==> src/rtl/xcvr_regs_defs.vh <==
// register offsets, field positions and reset values of the transceiver management registers
`ifndef XCVR_REGS_DEFS_VH
`define XCVR_REGS_DEFS_VH

`define OFS_MODE_CONTROL    8'hD0
`define OFS_EVENT_STATUS    8'hD4
`define OFS_EVENT_ENABLE    8'hD8
`define OFS_FAST_TX_CONTROL 8'hDC

`define BIT_LONG_SQUELCH    11
`define BIT_SPEED           9
`define BIT_DUPLEX          8
`define BIT_PAUSE           7
`define BIT_AN_DONE         6
`define BIT_REMOTE_FAULT    5
`define BIT_LINK_DOWN       4
`define BIT_AN_ACK          3
`define BIT_PAR_FAULT       2
`define BIT_AN_PAGE         1
`define BIT_RX_ERR_FULL     0
`define BIT_RXERR_OFF       13
`define BIT_AN_MIRROR       12

`define NUM_EVENTS          7
`define RX_ERR_LIMIT        7'h40
`define EVENT_ENABLE_RST    7'h00

`define RESP_OKAY           2'h0
`define RESP_SLVERR         2'h2

`endif

==> src/rtl/event_latch.v <==
// latched-high event flags that clear on a status read, set winning over clear
`timescale 1ns/1ps
module event_latch (
  // clock and reset
  input  wire       aclk,
  input  wire       aresetn,
  // event sources and read clear
  input  wire [5:0] event_in,
  input  wire       read_clear,
  // latched flags
  output wire [5:0] flags
);

  genvar i;
  generate
    for (i = 0; i < 6; i = i + 1) begin : g_flag
      // one flop per flag keeps every bit with a single driver
      reg flag_r;

      always @(posedge aclk) begin
        if (!aresetn)
          flag_r <= 1'b0;
        else if (event_in[i])
          flag_r <= 1'b1;
        else if (read_clear)
          flag_r <= 1'b0;
      end

      assign flags[i] = flag_r;
    end
  endgenerate

endmodule // event_latch

==> src/rtl/rx_error_counter.v <==
// counter of errored receive packets, saturating at the full limit
`timescale 1ns/1ps
`include "xcvr_regs_defs.vh"
module rx_error_counter (
  // clock and reset
  input  wire       aclk,
  input  wire       aresetn,
  // count control
  input  wire       rx_err_pkt,
  input  wire       counter_off,
  input  wire       clear,
  // state
  output wire [6:0] count,
  output wire       full
);

  reg [6:0] count_r;

  always @(posedge aclk) begin
    if (!aresetn)
      count_r <= 7'h00;
    else if (clear)
      count_r <= 7'h00;
    else if (rx_err_pkt && !counter_off && count_r != `RX_ERR_LIMIT)
      count_r <= count_r + 7'h01;
  end

  assign count = count_r;
  assign full  = (count_r == `RX_ERR_LIMIT);

endmodule // rx_error_counter

==> src/rtl/phy_mode_status_interrupt_regs.v <==
// transceiver mode, configuration status, event interrupt and 100BASE-TX control registers
//
// The AXI4-Lite interface to the registers is this design's own decision.
`timescale 1ns/1ps
`include "xcvr_regs_defs.vh"
module phy_mode_status_interrupt_regs (
  // clock and reset
  input  wire        aclk,
  input  wire        aresetn,
  // axi4-lite write address
  input  wire [7:0]  s_axi_awaddr,
  input  wire [2:0]  s_axi_awprot,
  input  wire        s_axi_awvalid,
  output wire        s_axi_awready,
  // axi4-lite write data
  input  wire [31:0] s_axi_wdata,
  input  wire [3:0]  s_axi_wstrb,
  input  wire        s_axi_wvalid,
  output wire        s_axi_wready,
  // axi4-lite write response
  output wire [1:0]  s_axi_bresp,
  output wire        s_axi_bvalid,
  input  wire        s_axi_bready,
  // axi4-lite read address
  input  wire [7:0]  s_axi_araddr,
  input  wire [2:0]  s_axi_arprot,
  input  wire        s_axi_arvalid,
  output wire        s_axi_arready,
  // axi4-lite read data
  output wire [31:0] s_axi_rdata,
  output wire [1:0]  s_axi_rresp,
  output wire        s_axi_rvalid,
  input  wire        s_axi_rready,
  // transceiver state
  input  wire        speed_100,
  input  wire        full_duplex,
  input  wire        pause_enabled,
  input  wire        link_up,
  input  wire        autoneg_complete,
  // transceiver events, one-cycle pulses
  input  wire        remote_fault_evt,
  input  wire        autoneg_ack_evt,
  input  wire        parallel_fault_evt,
  input  wire        autoneg_page_evt,
  input  wire        rx_error_pkt,
  input  wire        rx_error_clear,
  // transceiver control
  output wire        long_cable_squelch,
  output wire        rx_error_counter_off,
  output wire        xcvr_irq
);

  reg         long_cable_squelch_r;
  reg         rx_error_counter_off_r;
  reg  [6:0]  event_enable_r;
  reg         link_up_r;
  reg         an_done_r;
  reg         cfg_valid_r;

  reg  [7:0]  aw_addr_r;
  reg         aw_held_r;
  reg  [31:0] w_data_r;
  reg  [3:0]  w_strb_r;
  reg         w_held_r;
  reg         bvalid_r;
  reg  [1:0]  bresp_r;
  reg         rvalid_r;
  reg  [31:0] rdata_r;
  reg  [1:0]  rresp_r;

  reg  [15:0] rd_word;
  reg         rd_hit;
  reg         wr_hit;

  wire        do_write;
  wire        do_read;
  wire        status_read;
  wire        link_fell;
  wire        an_rose;
  wire [5:0]  latched;
  wire        err_full;
  wire [6:0]  status_events;

  // write channels are taken independently and held until both are present
  assign s_axi_awready = !aw_held_r && !bvalid_r;
  assign s_axi_wready  = !w_held_r && !bvalid_r;
  assign s_axi_arready = !rvalid_r;
  assign do_write      = aw_held_r && w_held_r && !bvalid_r;
  assign do_read       = s_axi_arvalid && !rvalid_r;

  assign s_axi_bvalid  = bvalid_r;
  assign s_axi_bresp   = bresp_r;
  assign s_axi_rvalid  = rvalid_r;
  assign s_axi_rdata   = rdata_r;
  assign s_axi_rresp   = rresp_r;

  always @(posedge aclk) begin
    if (!aresetn) begin
      aw_addr_r <= 8'h00;
      aw_held_r <= 1'b0;
      w_data_r  <= 32'h0000_0000;
      w_strb_r  <= 4'h0;
      w_held_r  <= 1'b0;
      bvalid_r  <= 1'b0;
      bresp_r   <= `RESP_OKAY;
    end else begin
      if (s_axi_awvalid && s_axi_awready) begin
        aw_addr_r <= s_axi_awaddr;
        aw_held_r <= 1'b1;
      end
      if (s_axi_wvalid && s_axi_wready) begin
        w_data_r <= s_axi_wdata;
        w_strb_r <= s_axi_wstrb;
        w_held_r <= 1'b1;
      end
      if (do_write) begin
        aw_held_r <= 1'b0;
        w_held_r  <= 1'b0;
        bvalid_r  <= 1'b1;
        bresp_r   <= wr_hit ? `RESP_OKAY : `RESP_SLVERR;
      end else if (bvalid_r && s_axi_bready) begin
        bvalid_r <= 1'b0;
      end
    end
  end

  always @* begin
    case (aw_addr_r)
      `OFS_MODE_CONTROL, `OFS_EVENT_STATUS, `OFS_EVENT_ENABLE, `OFS_FAST_TX_CONTROL: wr_hit = 1'b1;
      default: wr_hit = 1'b0;
    endcase
  end

  // writable fields; only fields in the low two byte lanes exist
  always @(posedge aclk) begin
    if (!aresetn) begin
      long_cable_squelch_r   <= 1'b0;
      rx_error_counter_off_r <= 1'b0;
      event_enable_r         <= `EVENT_ENABLE_RST;
    end else if (do_write) begin
      if (aw_addr_r == `OFS_MODE_CONTROL && w_strb_r[1])
        long_cable_squelch_r <= w_data_r[`BIT_LONG_SQUELCH];
      if (aw_addr_r == `OFS_EVENT_ENABLE && w_strb_r[0])
        event_enable_r <= w_data_r[6:0];
      if (aw_addr_r == `OFS_FAST_TX_CONTROL && w_strb_r[1])
        rx_error_counter_off_r <= w_data_r[`BIT_RXERR_OFF];
    end
  end

  assign long_cable_squelch   = long_cable_squelch_r;
  assign rx_error_counter_off = rx_error_counter_off_r;

  // edge detection of link and negotiation levels
  always @(posedge aclk) begin
    if (!aresetn) begin
      link_up_r   <= 1'b0;
      an_done_r   <= 1'b0;
      cfg_valid_r <= 1'b0;
    end else begin
      link_up_r   <= link_up;
      an_done_r   <= autoneg_complete;
      cfg_valid_r <= 1'b1;
    end
  end

  assign link_fell   = link_up_r && !link_up;
  assign an_rose     = autoneg_complete && !an_done_r;
  assign status_read = do_read && (s_axi_araddr == `OFS_EVENT_STATUS);

  event_latch u_event_latch (
    .aclk       (aclk),
    .aresetn    (aresetn),
    .event_in   ({an_rose, remote_fault_evt, link_fell,
                  autoneg_ack_evt, parallel_fault_evt, autoneg_page_evt}),
    .read_clear (status_read),
    .flags      (latched)
  );

  rx_error_counter u_rx_error_counter (
    .aclk        (aclk),
    .aresetn     (aresetn),
    .rx_err_pkt  (rx_error_pkt),
    .counter_off (rx_error_counter_off_r),
    .clear       (rx_error_clear),
    .count       (),
    .full        (err_full)
  );

  // bit 0 is a level from the counter, bits 6..1 are latched flags
  assign status_events = {latched, err_full};
  assign xcvr_irq      = |(status_events & event_enable_r);

  // read mux; speed reads as 1 until the first sampled value
  always @* begin
    rd_word = 16'h0000;
    rd_hit  = 1'b1;
    case (s_axi_araddr)
      `OFS_MODE_CONTROL:
        rd_word[`BIT_LONG_SQUELCH] = long_cable_squelch_r;
      `OFS_EVENT_STATUS: begin
        rd_word[`BIT_SPEED]  = cfg_valid_r ? speed_100 : 1'b1;
        rd_word[`BIT_DUPLEX] = cfg_valid_r ? full_duplex : 1'b0;
        rd_word[`BIT_PAUSE]  = cfg_valid_r ? pause_enabled : 1'b0;
        rd_word[6:0]         = status_events;
      end
      `OFS_EVENT_ENABLE:
        rd_word[6:0] = event_enable_r;
      `OFS_FAST_TX_CONTROL: begin
        rd_word[`BIT_RXERR_OFF] = rx_error_counter_off_r;
        rd_word[`BIT_AN_MIRROR] = autoneg_complete;
      end
      default:
        rd_hit = 1'b0;
    endcase
  end

  always @(posedge aclk) begin
    if (!aresetn) begin
      rvalid_r <= 1'b0;
      rdata_r  <= 32'h0000_0000;
      rresp_r  <= `RESP_OKAY;
    end else if (do_read) begin
      rvalid_r <= 1'b1;
      rdata_r  <= {16'h0000, rd_word};
      rresp_r  <= rd_hit ? `RESP_OKAY : `RESP_SLVERR;
    end else if (rvalid_r && s_axi_rready) begin
      rvalid_r <= 1'b0;
    end
  end

endmodule // phy_mode_status_interrupt_regs

==> config.mk <==
export PLATFORM = sky130hd
export DESIGN_NAME = phy_mode_status_interrupt_regs
export DESIGN_NICKNAME = d
export VERILOG_FILES = /design/src/rtl/event_latch.v /design/src/rtl/rx_error_counter.v /design/src/rtl/phy_mode_status_interrupt_regs.v
export VERILOG_INCLUDE_DIRS = /design/src /design/src/rtl
export SDC_FILE = /design/constraint.sdc
export NUM_CORES = 1
export LEC_CHECK = 0
export BUFFER_PORTS_ARGS = -buffer_cell sky130_fd_sc_hd__buf_2
export CORE_UTILIZATION = 50
export CTS_CLUSTER_SIZE = 10
export DETAILED_ROUTE_END_ITERATION = 10
export PLACE_DENSITY = 0.94
export REMOVE_ABC_BUFFERS = 1
export SYNTH_ARGS = -nofsm -noshare
export SYNTH_HDL_FRONTEND = slang
export SYNTH_SLANG_ARGS = --single-unit
export TNS_END_PERCENT = 50
==> constraint.sdc <==
create_clock -name aclk -period 3.5 [get_ports aclk]
set_clock_uncertainty 0.15 [all_clocks]
set_input_delay 0.7 -clock aclk [delete_from_list [all_inputs] [get_ports aclk]]
set_output_delay 0.7 -clock aclk [all_outputs]
set_load 0.03 [all_outputs]
==> out/results.ini, run 1 <==
[run_status]
status=complete, no violations

[timing]
hold_slack_ps=302
max_freq_mhz=369
fin_tns_setup_ps=0
setup_viol=0
maxSlewViolCount=0
fin_crit_ps=2710
worstMarginPinSlew_ps=818
rsz0062_at_grt=no
period_share_pct=77.4
relSlewSlack_pct=45.1
hold_viol_final=0

[flow_run]
cap_violations=0

[final_layout]
drive_gt1_share_pct=23.1
multiInputGateArea_um2=1220
finish.utilization_pct=61.1
nets=450
seq_area_um2=1260
syn2layout_area_growth_pct=17.6
diodes=0
final_common_cell=buf_2
fillers=474
final_cell_mix=buf_2 (67), dfxtp_1 (63), nand2_1 (56), a21oi_1 (33), nor2_1 (29)

[worst_setup_path]
ff2ff_path_depth=4
required_ps=2650
crit_path_max_fanout=6
r2r-start=s_axi_rvalid$_SDFFE_PN0P_
critPathLaunchType=flip-flop
worstPathArrival_ps=1860
r2r-end=u_event_latch.g_flag[2].flag_r$_SDFFE_PN0P_
r2r_slack_ps=1410
critPathKind=flip-flop to output port
end_kind=output port

[global_route]
grt-ovfl-total=0
grt_use_total_pct=22.1
antenna_found_initial=0
grt_pass1_vias=2077
grt_first_pass_wirelength_um=9060
grt_max_degree=47

[synth]
netlist_area_um2=2650
ys_ff_latch=63
synth_area_leaders=dfxtp_1 (48%), nand2_1 (7.9%), a21oi_1 (6.2%), buf_4 (6.2%), nor2_1 (4.1%)
avgSynthCellArea_um2=8.64
yosys_warnings=0
seq_area_frac_synth_pct=47.5
synthDistinctLibCells=39
yosysTopAreaCell=dfxtp_1
syn_inst=307
synth_top_area_share_pct=47.5

[clocking]
root_buffer=clkbuf_8
cts_max_level=3
postCtsSetupRepairBufs=0
cts_made_buffers=9
cts_tree=yes
cts_hold_buf=0
clk_latency_ps=330
clock_path_buffers=2
path_clk_slew_ps=60
cts.sinks=63
cts_resized=0

[floorplan]
pin_count=120
die_h_um=74.9
die_w_um=74.9
row_count=26
initial_core_util_pct=52.0
die-area_um2=5600
coreArea_um2=5110

[routing]
routedWlPerCell_um=12.7
num_vias=2245
drt-pass1-iter-count=4
drt_drc_violations_left=0
drtIter0Drc=115
ant_nets=0
via_per_inst=5.03
wl_um=5650

[worst_hold_path]
hold_depth=2
hold_end=aw_addr_r[5]$_SDFFE_PN0P_
min-delay-start=aw_addr_r[5]$_SDFFE_PN0P_
hold_path.class=flip-flop to flip-flop

[power_and_ir_drop]
pwr-share-clk_pct=37.3
power_leakage_nw=1.34
switchingPower_w=0.000375
power.share.combinational_pct=11.1
p_sw_share_pct=25.3
powerDensity_nw_per_um2=476
seqPwrFrac_pct=51.6
peakVddDrop_v=0.000332
p_int_w=0.00111

[place]
gp_congestion=0.753
dp.final_hpwl_um=4130
numPortBuffers=67

==> worst max-delay path by stage <==
stage / slack (ps) / startpoint / end / cells past startpoint
2_1_floorplan: 1300 / s_axi_araddr[1] / u_event_latch.g_flag[1].flag_r$_SDFFE_PN0P_ / 4
3_3_place_gp: 970 / s_axi_araddr[1] / u_event_latch.g_flag[1].flag_r$_SDFFE_PN0P_ / 5
3_5_place_dp: 910 / s_axi_araddr[1] / u_event_latch.g_flag[2].flag_r$_SDFFE_PN0P_ / 5
4_1_cts: 770 / u_rx_error_counter.count[2]$_SDFFE_PP0P_ / xcvr_irq / 5
5_1_grt: 710 / u_rx_error_counter.count[2]$_SDFFE_PP0P_ / xcvr_irq / 5
6_report: 790 / u_rx_error_counter.count[2]$_SDFFE_PP0P_ / xcvr_irq / 5
==> layer usage <==
layer	vias up	track usage, %	wire length, µm
met4	0	15.1	106
met3	9	4.28	301
met2	80	36.9	2840
li1	1133	-	-
met1	1023	25.7	2400
met5	-	0	0
==> layout make-up <==
| type | instances | area share, % |
|---|---|---|
| Sequential cell | 63 | 40.4 |
| Tap cell | 70 | 2.81 |
| Timing Repair Buffer | 67 | 10.7 |
| Multi-Input combinational cell | 221 | 39.2 |
| Inverter | 10 | 1.20 |
| Clock buffer | 15 | 5.65 |
==> synthesized netlist by cell type <==
library cell and count:
dfxtp_1 63, nand2_1 56, a21oi_1 33, nor2_1 29
buf_4 22, clkbuf_1 10, a32oi_1 9, inv_1 9
mux2i_1 9, nand4_1 8, nand2b_1 6, xor2_1 5
a22oi_1 4, and2_1 4, and3_1 4, nor2b_1 4
o21a_1 4, a211oi_1 2, and2b_1 2, ha_1 2
nand4b_1 2, nor3_1 2, nor4_4 2, a31o_2 1
buf_1 1, conb_1 1, inv_2 1, nand3_1 1
nand3b_1 1, nand3b_2 1, o211ai_1 1, o21ai_0 1
o21ai_2 1, o22ai_1 1, or2_2 1, or2_4 1
or3b_1 1, or4_1 1, xnor2_1 1
==> worst max-delay path, cell delays in order, from the launching register on <==
cell     delay, ps
dfxtp_1        360
or4_1          610
nor2_1         190
nand2_1         80
nand4_1         90
buf_2          200
==> logic make-up (layout without fill, tap and decap cells) <==
family	count (synthesis)	after routing	synth area share (%)
other	1	21	0.141
adder cells (fa/ha/maj)	2	2	0.943
XOR/XNOR	6	6	1.98
AO/OA/AOI/OAI	57	57	13.4
AND/OR/NAND/NOR	126	126	23.4
buffers and inverters	43	92	9.19
flip-flops	63	63	47.5
multiplexers	9	9	3.39
==> state kept, by name, summed over array words and instances, names as in the netlist <==
signal                       cells
an_done_r                        1
aw_addr_r                        8
aw_held_r                        1
cfg_valid_r                      1
event_enable_r                   7
link_up_r                        1
long_cable_squelch               1
rx_error_counter_off             1
s_axi_bresp                      1
s_axi_bvalid                     1
s_axi_rdata                     13
s_axi_rresp                      1
s_axi_rvalid                     1
u_event_latch.g_flag.flag_r      6
u_rx_error_counter.count         7
w_data_r                         9
w_held_r                         1
w_strb_r                         2
==> through the flow <==
step,setup WS [ps],std cells,power [W],instance area [µm²]
2_1_floorplan,1300,294,0.000889,2520
3_3_place_gp,971,431,0.000938,2950
3_5_place_dp,914,431,0.000944,2950
4_1_cts,775,446,0.00150,3120
5_1_grt,713,446,0.00155,3120
6_report,792,446,0.00149,3120
==> power groups by stage <==
| stage | logic (W) | registers, W | clock network [W] |
|---|---|---|---|
| global placement | 0.000159 | 0.000779 | 0 |
| CTS | 0.000165 | 0.000765 | 0.000566 |
| global route | 0.000184 | 0.000769 | 0.000598 |
| floorplan | 0.000108 | 0.000781 | 0 |
| detailed placement | 0.000163 | 0.000781 | 0 |
| finish | 0.000165 | 0.000766 | 0.000555 |
No activity file was read; power rests on OpenSTA's default activity.
==> run 2, diff against run 1 <==
--- a/config.mk
+++ b/config.mk
@@ -7,10 +7,10 @@
 export NUM_CORES = 1
 export LEC_CHECK = 0
 export BUFFER_PORTS_ARGS = -buffer_cell sky130_fd_sc_hd__buf_2
-export CORE_UTILIZATION = 50
+export CORE_UTILIZATION = 47
 export CTS_CLUSTER_SIZE = 10
 export DETAILED_ROUTE_END_ITERATION = 10
-export PLACE_DENSITY = 0.94
+export PLACE_DENSITY = 0.9
 export REMOVE_ABC_BUFFERS = 1
 export SYNTH_ARGS = -nofsm -noshare
 export SYNTH_HDL_FRONTEND = slang
==> constraint.sdc (replaced) <==
create_clock -name aclk -period 2.7 [get_ports aclk]
set_clock_uncertainty 0.15 [all_clocks]
set_input_delay 0.54 -clock aclk [delete_from_list [all_inputs] [get_ports aclk]]
set_output_delay 0.54 -clock aclk [all_outputs]
set_load 0.03 [all_outputs]
==> run 2 against run 1 <==
  * Sequential share of layout area is 0.13 points higher
  * Setup slack worse by 670 ps
  * Combinational power is 30% higher
  * Sequential cell count stayed put
  * Clock-buffer cell count is 4 lower
  * Critical path type unchanged
  * Highest routed layer unchanged
==> out/results.ini, run 2 (synthesis gave the netlist of run 1 again) <==
[floorplan]
die-area_um2=5950
die_w_um=77.1
coreArea_um2=5270
pin_count=120
initial_core_util_pct=50.4
die_h_um=77.1
row_count=26

[place]
pre_cts_ws_ps=517
dp.final_hpwl_um=4110
numPortBuffers=67
dpl.cell_count=433
gp_congestion=0.810
place_area_um2=2960

[worst_setup_path]
slowest_delay_ps=610
r2r_slack_ps=850
slowest_stage=or4_1
required_ps=2010
path_delay_family=simple AND/OR/NAND/NOR gates
worstPathCellList=or4_1 -> nor2_1 -> nand2_1 -> nand4_1 -> buf_2
path_buf_inv=1
critPathLaunchType=flip-flop
worstPathArrival_ps=1890
end_kind=output port
crit_path_max_fanout=6
critPathKind=flip-flop to output port

[clocking]
cts_resized=0
cts_max_level=3
cts_hold_buf=0
clk_latency_ps=330
cts_tree=yes
postCtsSetupRepairBufs=0
root_buffer=clkbuf_8
cts.sinks=63
path_clk_slew_ps=70
clock_path_buffers=2
cts_made_buffers=9

[final_layout]
diodes=0
fin_cells=446
drive_gt1_share_pct=23.7
nets=452
fillers=484
syn2layout_area_growth_pct=17.3
seq_area_um2=1260
design_area_um2=3110
final_common_cell=buf_2
multiInputGateArea_um2=1220
largest_reg_flops=13
final_cell_mix=buf_2 (67), dfxtp_1 (63), nand2_1 (56), a21oi_1 (33), nor2_1 (29)

[timing]
rsz0062_at_grt=no
relSlewSlack_pct=48.8
worstMarginPinSlew_ps=767
period_share_pct=95.4
timing.final.ws_setup_ps=124
fin_crit_ps=2580
hold_viol_final=0
setup_viol=0
maxSlewViolCount=0
fin_tns_setup_ps=0
max_freq_mhz=388

[global_route]
grt_first_pass_wirelength_um=9760
grt_max_degree=47
grt_use_total_pct=21.1
grt_pass1_vias=2148
grt-ovfl-total=0
antenna_found_initial=0

[routing]
wl_um=5830
drt-pass1-iter-count=5
via_per_inst=5.10
routedWlPerCell_um=13.1
num_vias=2274
drt_drc_violations_left=0
drtIter0Drc=124
ant_nets=0

[power_and_ir_drop]
peakVddDrop_v=0.000279
powerDensity_nw_per_um2=600
power.total_w=0.00187
power_leakage_nw=1.34

[flow_run]
cap_violations=0

[worst_hold_path]
hold_path.class=input port to flip-flop

[run_status]
status=complete, no violations

## run 2: cell types whose count changed in the layout (fill, tap and decap cells not counted), sizes merged
cell    change
buf         +2
clkbuf      -4
clkinv      +2
## run 2: cell type report
class                           instances  share of cell area (%)
Inverter                               10                    1.21
Multi-Input combinational cell        221                    39.3
Timing Repair Buffer                   69                    11.3
Clock inverter                          2                   0.322
Sequential cell                        63                    40.5
Tap cell                               70                    2.81
Clock buffer                           11                    4.54
## run 2: power by group
group / internal, W / switching (W) / total [W]
Sequential: 0.000967 / 0.0000250 / 0.000992
Combinational: 0.0000678 / 0.000146 / 0.000214
Clock: 0.000339 / 0.000322 / 0.000661
## run 2: final timing paths
check | from | depth (start not counted) | end
worst max-delay path | u_rx_error_counter.count[2]$_SDFFE_PP0P_ | 5 | xcvr_irq
worst max register to register | s_axi_bvalid$_SDFFE_PN0P_ | 4 | event_enable_r[1]$_SDFFE_PN0P_
worst min register to register | s_axi_rdata[12]$_SDFFE_PN0N_ | 2 | s_axi_rdata[12]$_SDFFE_PN0N_
worst min-delay path | autoneg_page_evt | 2 | u_event_latch.g_flag[0].flag_r$_SDFFE_PN0P_
## run 2: stage by stage
step / util (%) / hold WS, ps
2_1_floorplan: - / 281
5_1_grt: 59.0 / 260
3_3_place_gp: 56.2 / 287
6_report: 59.0 / 269
3_5_place_dp: 56.2 / 293
4_1_cts: 59.0 / 256
## run 2: metal layers
| layer | global-route usage [%] | vias up | routed length [µm] |
|---|---|---|---|
| met3 | 5.36 | 16 | 299 |
| met4 | 11.1 | 0 | 154 |
| met1 | 24.4 | 1048 | 2530 |
| met5 | 0 | - | 0 |
| li1 | - | 1129 | - |
| met2 | 35.7 | 81 | 2840 |
==> run 3, diff against run 2 <==
--- a/config.mk
+++ b/config.mk
@@ -7,6 +7,7 @@
 export NUM_CORES = 1
 export LEC_CHECK = 0
 export BUFFER_PORTS_ARGS = -buffer_cell sky130_fd_sc_hd__buf_2
+export CORE_ASPECT_RATIO = 0.9
 export CORE_UTILIZATION = 47
 export CTS_CLUSTER_SIZE = 10
 export DETAILED_ROUTE_END_ITERATION = 10
==> run 3 against run 2 <==
  * Setup slack improved by 74 ps
  * First-iteration DRC count fell by 3.2%
  * Global-route usage fell by 0.73 points
  * Largest cell class unchanged
  * Final cell count did not move
  * Critical path depth did not move
  * Hold slack got worse by 3.7 ps
  * Non-clock buffer count did not move
  * Critical path type unchanged
  * Sequential power barely moved
  * Critical endpoint unchanged
==> out/results.ini, run 3 (synthesis gave the netlist of run 1 again) <==
[clocking]
clk_latency_ps=330
cts_tree=yes
postCtsSetupRepairBufs=0
cts_resized=0
clock_path_buffers=2
root_buffer=clkbuf_8
path_clk_slew_ps=60
cts_hold_buf=0
cts_made_buffers=9
cts_max_level=3
cts.sinks=63

[worst_setup_path]
r2r-start=s_axi_bvalid$_SDFFE_PN0P_
worstPathArrival_ps=1810
required_ps=2010
critPathKind=flip-flop to output port
path_buf_inv=1
slowest_delay_ps=590
r2r-end=event_enable_r[3]$_SDFFE_PN0P_
critPathLaunchType=flip-flop
worstPathCellList=or4_1 -> nor2_1 -> nand2_1 -> nand4_1 -> buf_2
ff2ff_path_depth=4
path_delay_family=simple AND/OR/NAND/NOR gates
crit_path_max_fanout=6
slowest_stage=or4_1
end_kind=output port
r2r_slack_ps=830

[worst_hold_path]
min-delay-start=remote_fault_evt
hold_path.class=input port to flip-flop
hold_depth=2
hold_end=u_event_latch.g_flag[4].flag_r$_SDFFE_PN0P_

[global_route]
antenna_found_initial=0
grt_use_total_pct=20.4
grt_first_pass_wirelength_um=9090
grt-ovfl-total=0
grt_max_degree=47
grt_pass1_vias=2045

[final_layout]
syn2layout_area_growth_pct=19.3
fillers=463
final_cell_mix=buf_2 (67), dfxtp_1 (63), nand2_1 (56), a21oi_1 (33), nor2_1 (29)
nets=452
fin_cells=446
drive_gt1_share_pct=24.3
final_common_cell=buf_2
diodes=0
largest_reg_flops=13

[floorplan]
initial_core_util_pct=49.6
die_h_um=73.3
row_count=25
die-area_um2=5950
coreArea_um2=5350
pin_count=120
die_w_um=81.2

[timing]
maxSlewViolCount=0
relSlewSlack_pct=48.4
rsz0062_at_grt=no
max_freq_mhz=400
hold_slack_ps=265
fin_tns_setup_ps=0
hold_viol_final=0
period_share_pct=92.7
fin_crit_ps=2500
worstMarginPinSlew_ps=773
setup_viol=0

[power_and_ir_drop]
switchingPower_w=0.000517
pwr-share-clk_pct=41.3
powerDensity_nw_per_um2=648
peakVddDrop_v=0.000448
power.total_w=0.00205
power_leakage_nw=1.37
p_int_w=0.00153
power.share.combinational_pct=10.4
p_sw_share_pct=25.2
seqPwrFrac_pct=48.3

[routing]
routedWlPerCell_um=12.4
drt-pass1-iter-count=4
drt_drc_violations_left=0
drtIter0Drc=120
wl_um=5530
via_per_inst=5.13
num_vias=2289
ant_nets=0

[run_status]
status=complete, no violations

[place]
dp.final_hpwl_um=3930
numPortBuffers=67
dpl.cell_count=430
gp_congestion=0.796

[flow_run]
cap_violations=0

run 3: layout make-up:
cell class / instances / area, µm² / area share (%)
Multi-Input combinational cell: 221 / 1220 / 38.7
Inverter: 10 / 37.5 / 1.19
Clock inverter: 3 / 40.0 / 1.26
Tap cell: 67 / 83.8 / 2.65
Timing Repair Buffer: 69 / 350 / 11.1
Clock buffer: 13 / 169 / 5.34
Sequential cell: 63 / 1260 / 39.8
run 3: worst max-delay path by stage:
stage               slack [ps]                                     start                                     endpoint  cells after the start
CTS                        190  u_rx_error_counter.count[2]$_SDFFE_PP0P_                                     xcvr_irq                      5
finish                     200  u_rx_error_counter.count[2]$_SDFFE_PP0P_                                     xcvr_irq                      5
global route                80  u_rx_error_counter.count[2]$_SDFFE_PP0P_                                     xcvr_irq                      5
floorplan                  660                           s_axi_araddr[1]  u_event_latch.g_flag[1].flag_r$_SDFFE_PN0P_                      4
global placement           570  u_rx_error_counter.count[2]$_SDFFE_PP0P_                                     xcvr_irq                      5
detailed placement         560  u_rx_error_counter.count[2]$_SDFFE_PP0P_                                     xcvr_irq                      5
run 3: per-layer routing:
metal | up-vias | track usage (%) | wire length (µm)
li1 | 1132 | - | -
met1 | 1068 | 25.1 | 2600
met2 | 81 | 34.0 | 2590
met3 | 8 | 4.84 | 273
met4 | 0 | 8.73 | 74
met5 | - | 0 | 0
run 3: power by group through the flow:
stage	sequential, W	combinational, W	clock, W
detailed placement	0.00101	0.000214	0
floorplan	0.00101	0.000140	0
CTS	0.000990	0.000215	0.000857
global placement	0.00101	0.000209	0
finish	0.000990	0.000214	0.000846
global route	0.000994	0.000240	0.000903
run 3: through the flow:
stage               setup WS [ps]  instance area, µm²  util, %
floorplan                     661                2520        -
global placement              570                2960     55.3
detailed placement            563                2960     55.3
CTS                           188                3170     59.2
global route                 81.2                3170     59.2
finish                        198                3170     59.2
